File: config.mk
export PLATFORM = sky130hd
export DESIGN_NAME = itrc_core
export DESIGN_NICKNAME = d
export VERILOG_FILES = /design/src/itrc_pkg.sv /design/src/itrc_core.sv
export VERILOG_INCLUDE_DIRS = /design/src
export SDC_FILE = /design/constraint.sdc
export NUM_CORES = 1
export LEC_CHECK = 0
export ABC_CLOCK_PERIOD_IN_PS = 2800
export BUFFER_PORTS_ARGS = -buffer_cell sky130_fd_sc_hd__buf_2
export CORE_MARGIN = 5
export CORE_UTILIZATION = 55
export DETAILED_ROUTE_END_ITERATION = 12
export GPL_TIMING_DRIVEN = 0
export PLACE_DENSITY = 0.9
export RECOVER_POWER = 25
export REMOVE_ABC_BUFFERS = 1
export SLEW_MARGIN = 20
export SYNTH_ARGS = -nofsm -noshare
export SYNTH_HDL_FRONTEND = slang
export SYNTH_SLANG_ARGS = --single-unit
File: constraint.sdc
create_clock -name clk -period 2.8 [get_ports clk]
set_input_delay 0.84 -clock clk [delete_from_list [all_inputs] [get_ports clk]]
set_output_delay 0.84 -clock clk [all_outputs]
set_load 0.05 [all_outputs]
File: src/itrc_map.svh
// Constants of the init and timing refinement controller: offsets, bits, counts.
// Assumes a 100 MHz system clock and byte addresses on a 32-bit register bus.
`ifndef ITRC_MAP_SVH
`define ITRC_MAP_SVH
`define ITRC_CLK_MHZ 100
`define ITRC_INTDIS_NS 200
`define ITRC_INTDIS_CYC (((`ITRC_INTDIS_NS * `ITRC_CLK_MHZ) / 1000) + 1)
`define ITRC_CMDGAP_NS 100
`define ITRC_CMDGAP_CYC (((`ITRC_CMDGAP_NS * `ITRC_CLK_MHZ) + 999) / 1000)
`define ITRC_INTDIS_TICKS 8'h04
`define ITRC_CMDGAP_TICKS 8'h02
`define ITRC_SETPULSE_TICKS 8'h04
`define ITRC_LINGER_TICKS 8'h08
`define ITRC_OFS_CTRL 8'h00
`define ITRC_OFS_OWN 8'h04
`define ITRC_OFS_PROBE 8'h08
`define ITRC_OFS_DUP 8'h0c
`define ITRC_OFS_CMD 8'h10
`define ITRC_OFS_STAT 8'h14
`define ITRC_OFS_NEXT 8'h18
`define ITRC_OFS_IRQ 8'h1c
`define ITRC_OFS_MASK 8'h20
`define ITRC_CTRL_BYPASS 0
`define ITRC_CTRL_REFINE 1
`define ITRC_CTRL_RESET 2
`define ITRC_CTRL_PSEL 6:4
`define ITRC_CTRL_RST 8'h00
`define ITRC_CMD_CLR_TXRX 8'h01
`define ITRC_CMD_CLR_FLAG 8'h02
`define ITRC_CMD_EN_TX 8'h03
`define ITRC_CMD_EN_RX 8'h04
`define ITRC_INIT_BYTE 8'hd1
`define ITRC_INIT_ADR0 11'h000
`define ITRC_INIT_ADR1 11'h001
`endif

File: src/itrc_pkg.sv
// Types shared by the init and timing refinement controller.
// Assumes nothing beyond a SystemVerilog tool.
package itrc_pkg;
  typedef enum logic [1:0] {ITRC_IDLE, ITRC_SYNC, ITRC_WR0, ITRC_WR1} itrc_init_t;
endpackage : itrc_pkg

File: src/itrc_core.sv
// Init sequencer, interrupt, command timing and node probe logic with an AXI4-Lite slave.
// Assumes rate_tick, tx_done and rx_done come from logic on clk; line_idle is a pin.
// Functional notes
// Bypass clear: initial RAM writes wait for an idle line.
// Bypass set: initial RAM writes proceed whatever the line does.
// Own node write stores d1 at 000h and node at 001h within 3 us.
// Host diagnostics read both bytes back and flag their absence.
// Bypass set: sequencer state decode suppresses the line wait during init.
// Refinement bit clear keeps legacy timing; set applies every refinement.
// Clear commands or next node read mask the active interrupt a while.
// Refined: interrupt mask time is fixed and exceeds 200 ns.
// Refined: prescaler select passes two synchronising flops.
// Host keeps prescaler select zero and unchanged above 5 Mbps.
// Host spaces command writes by the minimum interval.
// Refined: command interval counts system clocks, 100 ns.
// Legacy: enable commands refused while status set pulse runs.
// Refined: status bits rise at pulse end, so no refusal period.
// Receiver inhibited returning high raises an interrupt.
// Refined: probe or own node write clears stale probe and dup state.
// Refined: mask register cleared by hard and soft reset.
// Own node 00h or reset bit set gives a soft reset.
// Soft reset sets transmitter available and receiver inhibited.
`include "itrc_map.svh"
module itrc_core
  import itrc_pkg::*;
(
  input wire logic clk,
  input wire logic nrst,
  input wire logic ce,
  input wire logic [7:0] s_axi_awaddr,
  input wire logic s_axi_awvalid,
  output logic s_axi_awready,
  input wire logic [31:0] s_axi_wdata,
  input wire logic [3:0] s_axi_wstrb,
  input wire logic s_axi_wvalid,
  output logic s_axi_wready,
  output logic [1:0] s_axi_bresp,
  output logic s_axi_bvalid,
  input wire logic s_axi_bready,
  input wire logic [7:0] s_axi_araddr,
  input wire logic s_axi_arvalid,
  output logic s_axi_arready,
  output logic [31:0] s_axi_rdata,
  output logic [1:0] s_axi_rresp,
  output logic s_axi_rvalid,
  input wire logic s_axi_rready,
  input wire logic line_idle,
  input wire logic rate_tick,
  input wire logic tx_done,
  input wire logic rx_done,
  input wire logic [7:0] next_node_in,
  output logic interrupt_out_n,
  output logic ram_we,
  output logic [10:0] ram_addr,
  output logic [7:0] ram_wdata,
  output logic [2:0] prescaler_select,
  output logic tx_enable,
  output logic rx_enable,
  output logic soft_reset,
  output logic [7:0] probe_node_eff,
  output logic [7:0] dup_check_node_eff
);
  localparam logic [7:0] INTDIS_CYC = 8'(`ITRC_INTDIS_CYC);
  localparam logic [7:0] CMDGAP_CYC = 8'(`ITRC_CMDGAP_CYC);

  // Counts a timer down by one on each enabled step, stopping at zero.
  function automatic logic [7:0] cnt_step(input logic [7:0] c, input logic step);
    cnt_step = (c != 8'h00 && step) ? c - 8'h01 : c;
  endfunction : cnt_step

  logic [7:0] ctrl;
  logic [7:0] own_node_register;
  logic [7:0] probe_node_register;
  logic [7:0] dup_check_node_register;
  logic [7:0] mask;
  logic [2:0] irq_st;
  logic [1:0] stat;
  logic [1:0] stat_q;
  logic [7:0] pcnt [2];
  logic [7:0] gap;
  logic [7:0] dis;
  logic [7:0] linger;
  logic [2:0] psel_s1;
  logic [2:0] psel_s2;
  logic line_s1;
  logic line_s2;
  logic aw_full;
  logic w_full;
  logic [7:0] wa;
  logic [31:0] wd;
  logic [3:0] wsb;
  itrc_init_t st;
  itrc_init_t next_st;

  // Bus handshake decode.
  wire aw_take = s_axi_awvalid & s_axi_awready;
  wire w_take = s_axi_wvalid & s_axi_wready;
  wire ar_take = s_axi_arvalid & s_axi_arready;
  wire do_wr = aw_full & w_full & ~s_axi_bvalid;
  wire next_aw_full = (aw_full & ~do_wr) | aw_take;
  wire next_w_full = (w_full & ~do_wr) | w_take;
  wire next_bvalid = (s_axi_bvalid & ~s_axi_bready) | do_wr;
  wire next_rvalid = (s_axi_rvalid & ~s_axi_rready) | ar_take;
  wire wlo = do_wr & wsb[0];
  wire [7:0] wb = wd[7:0];
  wire wr_ctrl = wlo & (wa == `ITRC_OFS_CTRL);
  wire wr_own = wlo & (wa == `ITRC_OFS_OWN);
  wire wr_probe = wlo & (wa == `ITRC_OFS_PROBE);
  wire wr_dup = wlo & (wa == `ITRC_OFS_DUP);
  wire wr_cmd = wlo & (wa == `ITRC_OFS_CMD);
  wire wr_irq = wlo & (wa == `ITRC_OFS_IRQ);
  wire wr_mask = wlo & (wa == `ITRC_OFS_MASK);
  wire rd_next = ar_take & (s_axi_araddr == `ITRC_OFS_NEXT);
  wire wa_ok = (wa <= `ITRC_OFS_MASK) & (wa[1:0] == 2'b00);
  wire ra_ok = (s_axi_araddr <= `ITRC_OFS_MASK) & (s_axi_araddr[1:0] == 2'b00);

  // Mode bits and command decode.
  wire bypass = ctrl[`ITRC_CTRL_BYPASS];
  wire refine = ctrl[`ITRC_CTRL_REFINE];
  wire [1:0] proh = {2{~refine}} & {pcnt[1] != 8'h00, pcnt[0] != 8'h00};
  wire is_en_tx = wb == `ITRC_CMD_EN_TX;
  wire is_en_rx = wb == `ITRC_CMD_EN_RX;
  wire is_clr_txrx = wb == `ITRC_CMD_CLR_TXRX;
  wire is_clr_flag = wb == `ITRC_CMD_CLR_FLAG;
  wire blocked = (is_en_tx & proh[0]) | (is_en_rx & proh[1]);
  wire cmd_ok = wr_cmd & (gap == 8'h00) & ~blocked;
  wire cmd_bad = wr_cmd & ~cmd_ok;
  wire [1:0] en_ok = {cmd_ok & is_en_rx, cmd_ok & is_en_tx};
  wire clr_int = cmd_ok & (is_clr_txrx | is_clr_flag);
  wire dis_trig = ~interrupt_out_n & (clr_int | rd_next);
  wire soft_rst = (wr_own & (wb == 8'h00)) | (wr_ctrl & wb[`ITRC_CTRL_RESET]);
  wire [1:0] done = {rx_done, tx_done};
  wire init_skip_wait = bypass & (st == ITRC_SYNC);

  // Sticky interrupt status: set wins over both clear paths.
  wire [2:0] irq_set = {cmd_bad, stat & ~stat_q};
  wire [2:0] irq_clr = ({3{wr_irq}} & wd[2:0])
    | {cmd_ok & is_clr_flag, {2{cmd_ok & is_clr_txrx}}};
  wire [2:0] next_irq = (irq_st & ~irq_clr) | irq_set;

  // Read data selection.
  wire [7:0] rsel =
    (s_axi_araddr == `ITRC_OFS_CTRL) ? ctrl :
    (s_axi_araddr == `ITRC_OFS_OWN) ? own_node_register :
    (s_axi_araddr == `ITRC_OFS_PROBE) ? probe_node_register :
    (s_axi_araddr == `ITRC_OFS_DUP) ? dup_check_node_register :
    (s_axi_araddr == `ITRC_OFS_STAT) ?
      {1'b0, prescaler_select, |proh, st == ITRC_IDLE, stat} :
    (s_axi_araddr == `ITRC_OFS_NEXT) ? next_node_in :
    (s_axi_araddr == `ITRC_OFS_IRQ) ? {5'h00, irq_st} :
    (s_axi_araddr == `ITRC_OFS_MASK) ? mask : 8'h00;

  // Write channel capture and response.
  always_ff @(posedge clk or negedge nrst) begin
    if (!nrst) begin
      aw_full <= 1'b0;
      w_full <= 1'b0;
      wa <= 8'h00;
      wd <= 32'h0000_0000;
      wsb <= 4'h0;
      s_axi_awready <= 1'b0;
      s_axi_wready <= 1'b0;
      s_axi_bvalid <= 1'b0;
      s_axi_bresp <= 2'b00;
    end else if (ce) begin
      aw_full <= next_aw_full;
      w_full <= next_w_full;
      if (aw_take) wa <= s_axi_awaddr;
      if (w_take) wd <= s_axi_wdata;
      if (w_take) wsb <= s_axi_wstrb;
      s_axi_awready <= ~next_aw_full & ~next_bvalid;
      s_axi_wready <= ~next_w_full & ~next_bvalid;
      s_axi_bvalid <= next_bvalid;
      if (do_wr) s_axi_bresp <= wa_ok ? 2'b00 : 2'b10;
    end
  end

  // Read channel: one read at a time, data registered at the address edge.
  always_ff @(posedge clk or negedge nrst) begin
    if (!nrst) begin
      s_axi_arready <= 1'b0;
      s_axi_rvalid <= 1'b0;
      s_axi_rdata <= 32'h0000_0000;
      s_axi_rresp <= 2'b00;
    end else if (ce) begin
      s_axi_arready <= ~next_rvalid;
      s_axi_rvalid <= next_rvalid;
      if (ar_take) s_axi_rdata <= {24'h00_0000, rsel};
      if (ar_take) s_axi_rresp <= ra_ok ? 2'b00 : 2'b10;
    end
  end

  // Software registers; the mask also clears on soft reset when refined.
  always_ff @(posedge clk or negedge nrst) begin
    if (!nrst) begin
      ctrl <= `ITRC_CTRL_RST;
      own_node_register <= 8'h00;
      probe_node_register <= 8'h00;
      dup_check_node_register <= 8'h00;
      mask <= 8'h00;
      irq_st <= 3'h0;
      soft_reset <= 1'b0;
    end else if (ce) begin
      if (wr_ctrl) ctrl <= wb;
      if (wr_own) own_node_register <= wb;
      if (wr_probe) probe_node_register <= wb;
      if (wr_dup) dup_check_node_register <= wb;
      if (soft_rst && refine) begin
        mask <= 8'h00;
      end else if (wr_mask) begin
        mask <= wb;
      end
      irq_st <= next_irq;
      soft_reset <= soft_rst;
    end
  end

  // Line idle pin synchroniser.
  always_ff @(posedge clk or negedge nrst) begin
    if (!nrst) begin
      line_s1 <= 1'b0;
      line_s2 <= 1'b0;
    end else if (ce) begin
      line_s1 <= line_idle;
      line_s2 <= line_s1;
    end
  end

  // Init sequencer next state; the state itself is the program counter.
  always_comb begin
    next_st = st;
    case (st)
      ITRC_IDLE: if (wr_own) next_st = ITRC_SYNC;
      ITRC_SYNC: if (line_s2 || init_skip_wait) next_st = ITRC_WR0;
      ITRC_WR0: next_st = ITRC_WR1;
      ITRC_WR1: next_st = ITRC_IDLE;
      default: next_st = ITRC_IDLE;
    endcase
  end

  // Init sequencer: RAM writes of the marker byte and the node value.
  always_ff @(posedge clk or negedge nrst) begin
    if (!nrst) begin
      st <= ITRC_IDLE;
      ram_we <= 1'b0;
      ram_addr <= 11'h000;
      ram_wdata <= 8'h00;
    end else if (ce) begin
      st <= next_st;
      ram_we <= (st == ITRC_WR0) | (st == ITRC_WR1);
      ram_addr <= (st == ITRC_WR1) ? `ITRC_INIT_ADR1 : `ITRC_INIT_ADR0;
      ram_wdata <= (st == ITRC_WR1) ? own_node_register : `ITRC_INIT_BYTE;
    end
  end

  // Status bit set pulses; legacy raises the bit at pulse start, refined at its end.
  always_ff @(posedge clk or negedge nrst) begin
    if (!nrst) begin
      stat <= 2'b11;
      stat_q <= 2'b11;
      pcnt[0] <= 8'h00;
      pcnt[1] <= 8'h00;
    end else if (ce) begin
      stat_q <= stat;
      for (int i = 0; i < 2; i++) begin
        if (soft_rst) begin
          stat[i] <= 1'b1;
          pcnt[i] <= 8'h00;
        end else if (done[i] && pcnt[i] == 8'h00) begin
          pcnt[i] <= `ITRC_SETPULSE_TICKS;
          if (!refine) stat[i] <= 1'b1;
        end else begin
          pcnt[i] <= cnt_step(pcnt[i], rate_tick);
          if (refine && pcnt[i] == 8'h01 && rate_tick) stat[i] <= 1'b1;
          else if (en_ok[i]) stat[i] <= 1'b0;
        end
      end
    end
  end

  // Command interval and interrupt mask timers.
  always_ff @(posedge clk or negedge nrst) begin
    if (!nrst) begin
      gap <= 8'h00;
      dis <= 8'h00;
      tx_enable <= 1'b0;
      rx_enable <= 1'b0;
    end else if (ce) begin
      if (cmd_ok) gap <= refine ? CMDGAP_CYC : `ITRC_CMDGAP_TICKS;
      else gap <= cnt_step(gap, refine | rate_tick);
      if (dis_trig) dis <= refine ? INTDIS_CYC : `ITRC_INTDIS_TICKS;
      else dis <= cnt_step(dis, refine | rate_tick);
      tx_enable <= en_ok[0];
      rx_enable <= en_ok[1];
    end
  end

  // Interrupt pin, held inactive while the mask timer runs.
  always_ff @(posedge clk or negedge nrst) begin
    if (!nrst) begin
      interrupt_out_n <= 1'b1;
    end else if (ce) begin
      interrupt_out_n <= ~((|(irq_st & mask[2:0])) & (dis == 8'h00) & ~dis_trig);
    end
  end

  // Prescaler select; refined mode resamples it on the prescaler tick.
  always_ff @(posedge clk or negedge nrst) begin
    if (!nrst) begin
      psel_s1 <= 3'h0;
      psel_s2 <= 3'h0;
      prescaler_select <= 3'h0;
    end else if (ce) begin
      if (rate_tick) begin
        psel_s1 <= ctrl[`ITRC_CTRL_PSEL];
        psel_s2 <= psel_s1;
      end
      prescaler_select <= refine ? psel_s2 : ctrl[`ITRC_CTRL_PSEL];
    end
  end

  // Effective probe and dup values; legacy lets old values linger a while.
  always_ff @(posedge clk or negedge nrst) begin
    if (!nrst) begin
      linger <= 8'h00;
      probe_node_eff <= 8'h00;
      dup_check_node_eff <= 8'h00;
    end else if (ce) begin
      if (refine && (wr_probe || wr_own)) begin
        linger <= 8'h00;
        probe_node_eff <= wr_probe ? wb : probe_node_register;
        dup_check_node_eff <= 8'h00;
      end else if (refine && wr_dup) begin
        dup_check_node_eff <= wb;
      end else if (wr_probe || wr_dup) begin
        linger <= `ITRC_LINGER_TICKS;
      end else begin
        linger <= cnt_step(linger, rate_tick);
        if (linger == 8'h01 && rate_tick) begin
          probe_node_eff <= probe_node_register;
          dup_check_node_eff <= dup_check_node_register;
        end
      end
    end
  end
endmodule : itrc_core

Yosys cells after proc, flatten, opt, wreduce, memory -nomap -nowiden
Cells that the tools add are included.
- $add $sub $neg: 5
- magnitude comparators: 2
- equality and inequality tests: 30
- muxes and demuxes: 52
- bitwise operators: 71
- reductions and logical operators: 64
- operators by type and width (kind ; number):
    $mux 8 ; 34
    $logic_not 8->1 ; 7
    $eq 8x5->1 const B ; 5
    $reduce_bool 8->1 ; 5
    $sub 8x1->8 const B ; 5
    $and 1x1->1 ; 38
    $eq 8x1->1 const B ; 4
    $eq 8x4->1 const B ; 4
    $reduce_and 2->1 ; 13
    $eq 8x3->1 const B ; 3
    $eq 8x2->1 const B ; 2
    $eq 8x6->1 const B ; 2
    $le 8x6->1 const B ; 2
    $logic_and 1x1->1 ; 15
    $reduce_and 3->1 ; 5
    $not 1->1 ; 14
    $reduce_bool 3->1 ; 4
    $mux 1 ; 10
    $or 1x1->1 ; 10
    $and 3x3->3 ; 3
    $ne 3x3->1 const B ; 3
    $mux 2 ; 4
    $pmux 2 s4 ; 1
    $reduce_bool 2->1 ; 4
    17 further kinds ; 27
- flip-flop bits (word level): 176
- input port bits: 72
- output and inout port bits: 84
- logic and storage cells: 266

Logic depth before layout (Yosys ltp)
- word-level depth: 12
- gate-level depth with buffers: 8
- mapped depth without buffers: 8

Least setup slack after synthesis
Ideal clock, no wire load.
- path type: input-to-reg
- start point: in s_axi_araddr[1]
- end point: reg dis[4]
- setup time: 0.124 ns
- arrival time: 2.447 ns
- required time: 2.676 ns
- setup slack: 0.229 ns
- cell stages on the path: 6
- path buffers: 1
- cells stage by stage: or4_1 > clkbuf_1 > or4_4 > a21oi_4 > o22ai_1 > o31a_1
- longest elaborated chain between the ends: 6
- elaborated cells on any way between the ends: 7
- those cells by class: eq/ne (1); mux (1); bitwise (3); reduce/logical (2)
- RTL lines (item ; line ; text):
    start, declared ; itrc_core.sv:40 ; input wire logic [7:0] s_axi_araddr,
    $eq 8x5->1 (no source line) * ; -- ;
    $and 1x1->1 * ; itrc_core.sv:113 ; wire rd_next = ar_take & (s_axi_araddr == `ITRC_OFS_NEXT);
    $or 1x1->1 * ; itrc_core.sv:130 ; wire dis_trig = ~interrupt_out_n & (clr_int | rd_next);
    $and 1x1->1 * ; itrc_core.sv:130 ;
    $reduce_bool 2->1 (no source line) ; -- ;
    $reduce_and 2->1 (no source line) ; -- ;
    end signal, assigned ; itrc_core.sv:291 ; if (dis_trig) dis <= refine ? INTDIS_CYC : `ITRC_INTDIS_TICKS;
    end signal, assigned ; itrc_core.sv:292 ; else dis <= cnt_step(dis, refine | rate_tick);
    end, declared ; itrc_core.sv:81 ; logic [7:0] dis;
Every way passes the cells marked *; elsewhere a longest branch is shown, timed or not.
A chain may end at the register's enable or synchronous reset.

Final worst setup path
- start point: reg wd[3]
- end point: reg mask[1]
- longest elaborated chain between the ends: 6
- elaborated cells on any way between the ends: 7
- those cells by class: mux (1); bitwise (2); reduce/logical (4)
- RTL lines (item ; line ; text):
    start, declared ; itrc_core.sv:90 ; logic [31:0] wd;
    start signal, assigned ; itrc_core.sv:169 ; if (w_take) wd <= s_axi_wdata;
    $logic_not 8->1 * ; itrc_core.sv:131 ; wire soft_rst = (wr_own & (wb == 8'h00)) | (wr_ctrl & wb[`ITRC_CTRL_RESET]);
    $and 1x1->1 * ; itrc_core.sv:131 ;
    $or 1x1->1 * ; itrc_core.sv:131 ;
    $logic_and 1x1->1 * ; itrc_core.sv:208 ; if (soft_rst && refine) begin
    $reduce_bool 2->1 (no source line) ; -- ;
    $reduce_and 2->1 (no source line) ; -- ;
    end signal, assigned ; itrc_core.sv:211 ; mask <= wb;
    end, declared ; itrc_core.sv:75 ; logic [7:0] mask;
Marks and branches as above.

==> metrics <==
CP top delay family=simple AND/OR/NAND/NOR gates; Worst Min Path Start=probe_node_eff[7]; # clock sinks=164; clk buf depth=2; # H-tree levels=4; Core Rows=46; post-route ant nets=0; Synth area leader=dfrtp_1; Gate Count Post-Synth=903; Leak=around 4.4 nW; setup TNS=0 ns; Layout area overhead=12.04%; Initial Util=0.5551; R2R setup slack=0.11 ns; cell depth of the worst min-delay path=2; WL final=about 22 mm; final period utilization=0.9601; failing checks=max-capacitance violations, max-slew violations; Initial DRC Count=785; Core Region=15770 um2; peak supply drop=0.0006300 V; Antenna diodes=0; CP bufs+invs=0; commonest non-fill, non-tap cell in the layout=dfrtp_1; Final Max Slew Viols=84; DRC=0; WL per Instance=around 18 um; Vias/cell=just over 6; register bit total from synthesis=between 150 and 200; Endpoint, Worst Hold=probe_node_eff[7]; minimum clock period=2.688 ns; crit path max-delay cell type=dfrtp_1; Crit path required time=3.11 ns; R2R cell count=5; Post-synth EDFFs=0; status=finished with violations; Clk pin slew, worst setup/hold paths=0.07 ns; DR vias=7203; Worst slew margin=-0.4032; CTS tree=done; share of the synthesized area in the top cell type=0.4545; CP Cell Sequence=nor4_2, a31oi_1, nor2_2, a31oi_1, a22o_1; Inst Count DP=1160; most frequent cells in the layout=dfrtp_1 (158), nand2_1 (93), buf_2 (90), o21ai_0 (64), nor2_1 (58); routability cong.=around 0.86; Yosys warning count=0; crit path launch type=flip-flop; distinct cell type count after synthesis=71; syn_area_per_cell=9.694 um2; Num CTS Buffers=17; Tightest Pin Transition=2.105 ns; initial antenna violation count=0; Levels on crit path=5; Primary FF master, synth=dfrtp_1; Setup violations, final=0; die width=136.2 um; Data arrival, critical path=~3.0 ns; clock root buffer=clkbuf_16; Final nets=1049; num ports=between 150 and 200; Final Util=0.6219; Hold Path Class=reg2reg; vias in the first global route=6920; Fmax=between 300 and 400 MHz; Async S/R FF share, synth=1.000; Mapped Area=8753 um2; Clock Skew=0.01111 ns; r2r endpoint=mask[1]; largest net degree at the start of global routing=85; non-filler instance count after layout=1192; Clk Latency, worst-skew pair=about 0.44 ns; pwr/cell area=887.4 nW/um2; first-pass GRT wire length=around 36 mm; die height=around 140 um; remaining global-route overflow=0; Seq/Total Area, Yosys=0.4696; most used cell, CP=a31oi_1; Fin Hold WS=0.4843 ns; leading post-synthesis cells by cell area=dfrtp_1 (45%), mux2_2 (6.9%), nand2_1 (4.0%); Hold Vio Cnt, Final=0; drt first pass iters=8; post-detail-place hpwl=14.24 mm; Crit. End Element=flip-flop; Crit Path Max Fanout=12; MaxCap Viol Count=1; Overall Global Routing Usage=0.2440; count of input and output buffers=92; Tot Pwr=8.703 mW; CP max stage delay=~0.56 ns; Die Area=18540 um2; worst flop-to-flop path startpoint=wd[3]; ratio of cells with drive above 1 in the final layout=0.2070; critical path type=reg2reg; RSZ-0062 raised after global routing=no
cells in the mapped netlist, types with 8 or more instances:
| cell type | instances |
|---|---|
| a21oi_1 | 37 |
| nand2_1 | 93 |
| nor2b_1 | 9 |
| a22o_1 | 8 |
| mux2i_1 | 24 |
| nand3_1 | 34 |
| nor4_1 | 20 |
| clkbuf_1 | 39 |
| inv_1 | 37 |
| xnor2_1 | 12 |
| o21ai_0 | 64 |
| mux2_2 | 54 |
| buf_4 | 36 |
| nor3_1 | 26 |
| xor2_1 | 13 |
| ha_1 | 14 |
| a31oi_1 | 9 |
| dfrtp_1 | 159 |
| nor2_1 | 59 |
| nand4_1 | 9 |
| nand3b_1 | 10 |
| nand2b_1 | 13 |
through the flow:
step                instance area [um2]  worst slack (ns)
floorplan                          8407            0.2576
global placement                   9138            -1.519
CTS                                9802           0.05660
detailed placement                 9178           -0.4495
global route                       9807           0.05370
finish                             9807            0.1116
layout make-up:
| cell class | count | area, um2 |
|---|---|---|
| Clock buffer | 17 | 425.4 |
| Clock inverter | 15 | 192.7 |
| Fill cell | 1232 | 5963 |
| Inverter | 37 | 138.9 |
| Multi-Input combinational cell | 650 | 4174 |
| Sequential cell | 164 | 4111 |
| Tap cell | 216 | 270.3 |
| Timing Repair Buffer | 93 | 494.2 |
power breakdown:
part / switching [mW] / internal (mW) / leakage [nW] / total (mW)
Sequential: 0.869 / 3.00 / 2.03 / 3.87
Clock: 1.02 / 1.42 / 0.303 / 2.45
Combinational: 1.53 / 0.855 / 2.09 / 2.39
how the worst max path moves through the flow:
stage | startpoint | endpoint | slack, ns
after floorplan | s_axi_araddr[1] | dis[4] | 0.26
after global placement | nrst | pcnt[11] | -1.52
after detailed placement | ce | pcnt[12] | -0.45
after CTS | ctrl[1] | probe_node_eff[2] | 0.06
after global routing | ce | pcnt[12] | 0.05
final | wd[3] | mask[1] | 0.11
layer usage:
metal / GRT usage / vias to the layer above / wire [um]
met1: 0.3175 / 3460 / 8629
met4: 0.1243 / 0 / 931
met5: 0 / - / 0
met2: 0.3833 / 406 / 10260
li1: - / 3251 / -
met3: 0.05588 / 86 / 2111
flip-flops by register name, indices dropped and copies added, names as in the netlist, 2 cells and up:
register and count:
s_axi_rdata 8, ram_wdata 8, probe_node_register 8, pcnt 16, linger 8, wd 8, ctrl 8, mask 8
psel_s1 3, probe_node_eff 8, prescaler_select 3, stat 2, st 2, wa 8, irq_st 3, dup_check_node_register 8
dup_check_node_eff 8, psel_s2 3, own_node_register 8, gap 8, stat_q 2, dis 8
timing repair:
item                                    CTS  global route
buffers inserted                          0             0
resized for setup                         2             4
hold buffers                              0             0
endpoints found under the setup margin    9            23
worst min-delay path, delay by kind of cell (launching register included):
family,cells,cell delay [ns]
flip-flops,1,0.34
AND/OR/NAND/NOR,1,0.05
AO/OA/AOI/OAI,1,0.06
cells by family after synthesis:
kind of cell,share of synthesized area
AO/OA/AOI/OAI,0.1245
XOR/XNOR,0.02501
adder cells (fa/ha/maj),0.02001
buffers and inverters,0.07047
flip-flops,0.4696
multiplexers,0.09691
other,0.0004284
AND/OR/NAND/NOR,0.1931
Note: power is estimated with default switching activity, not from simulation.
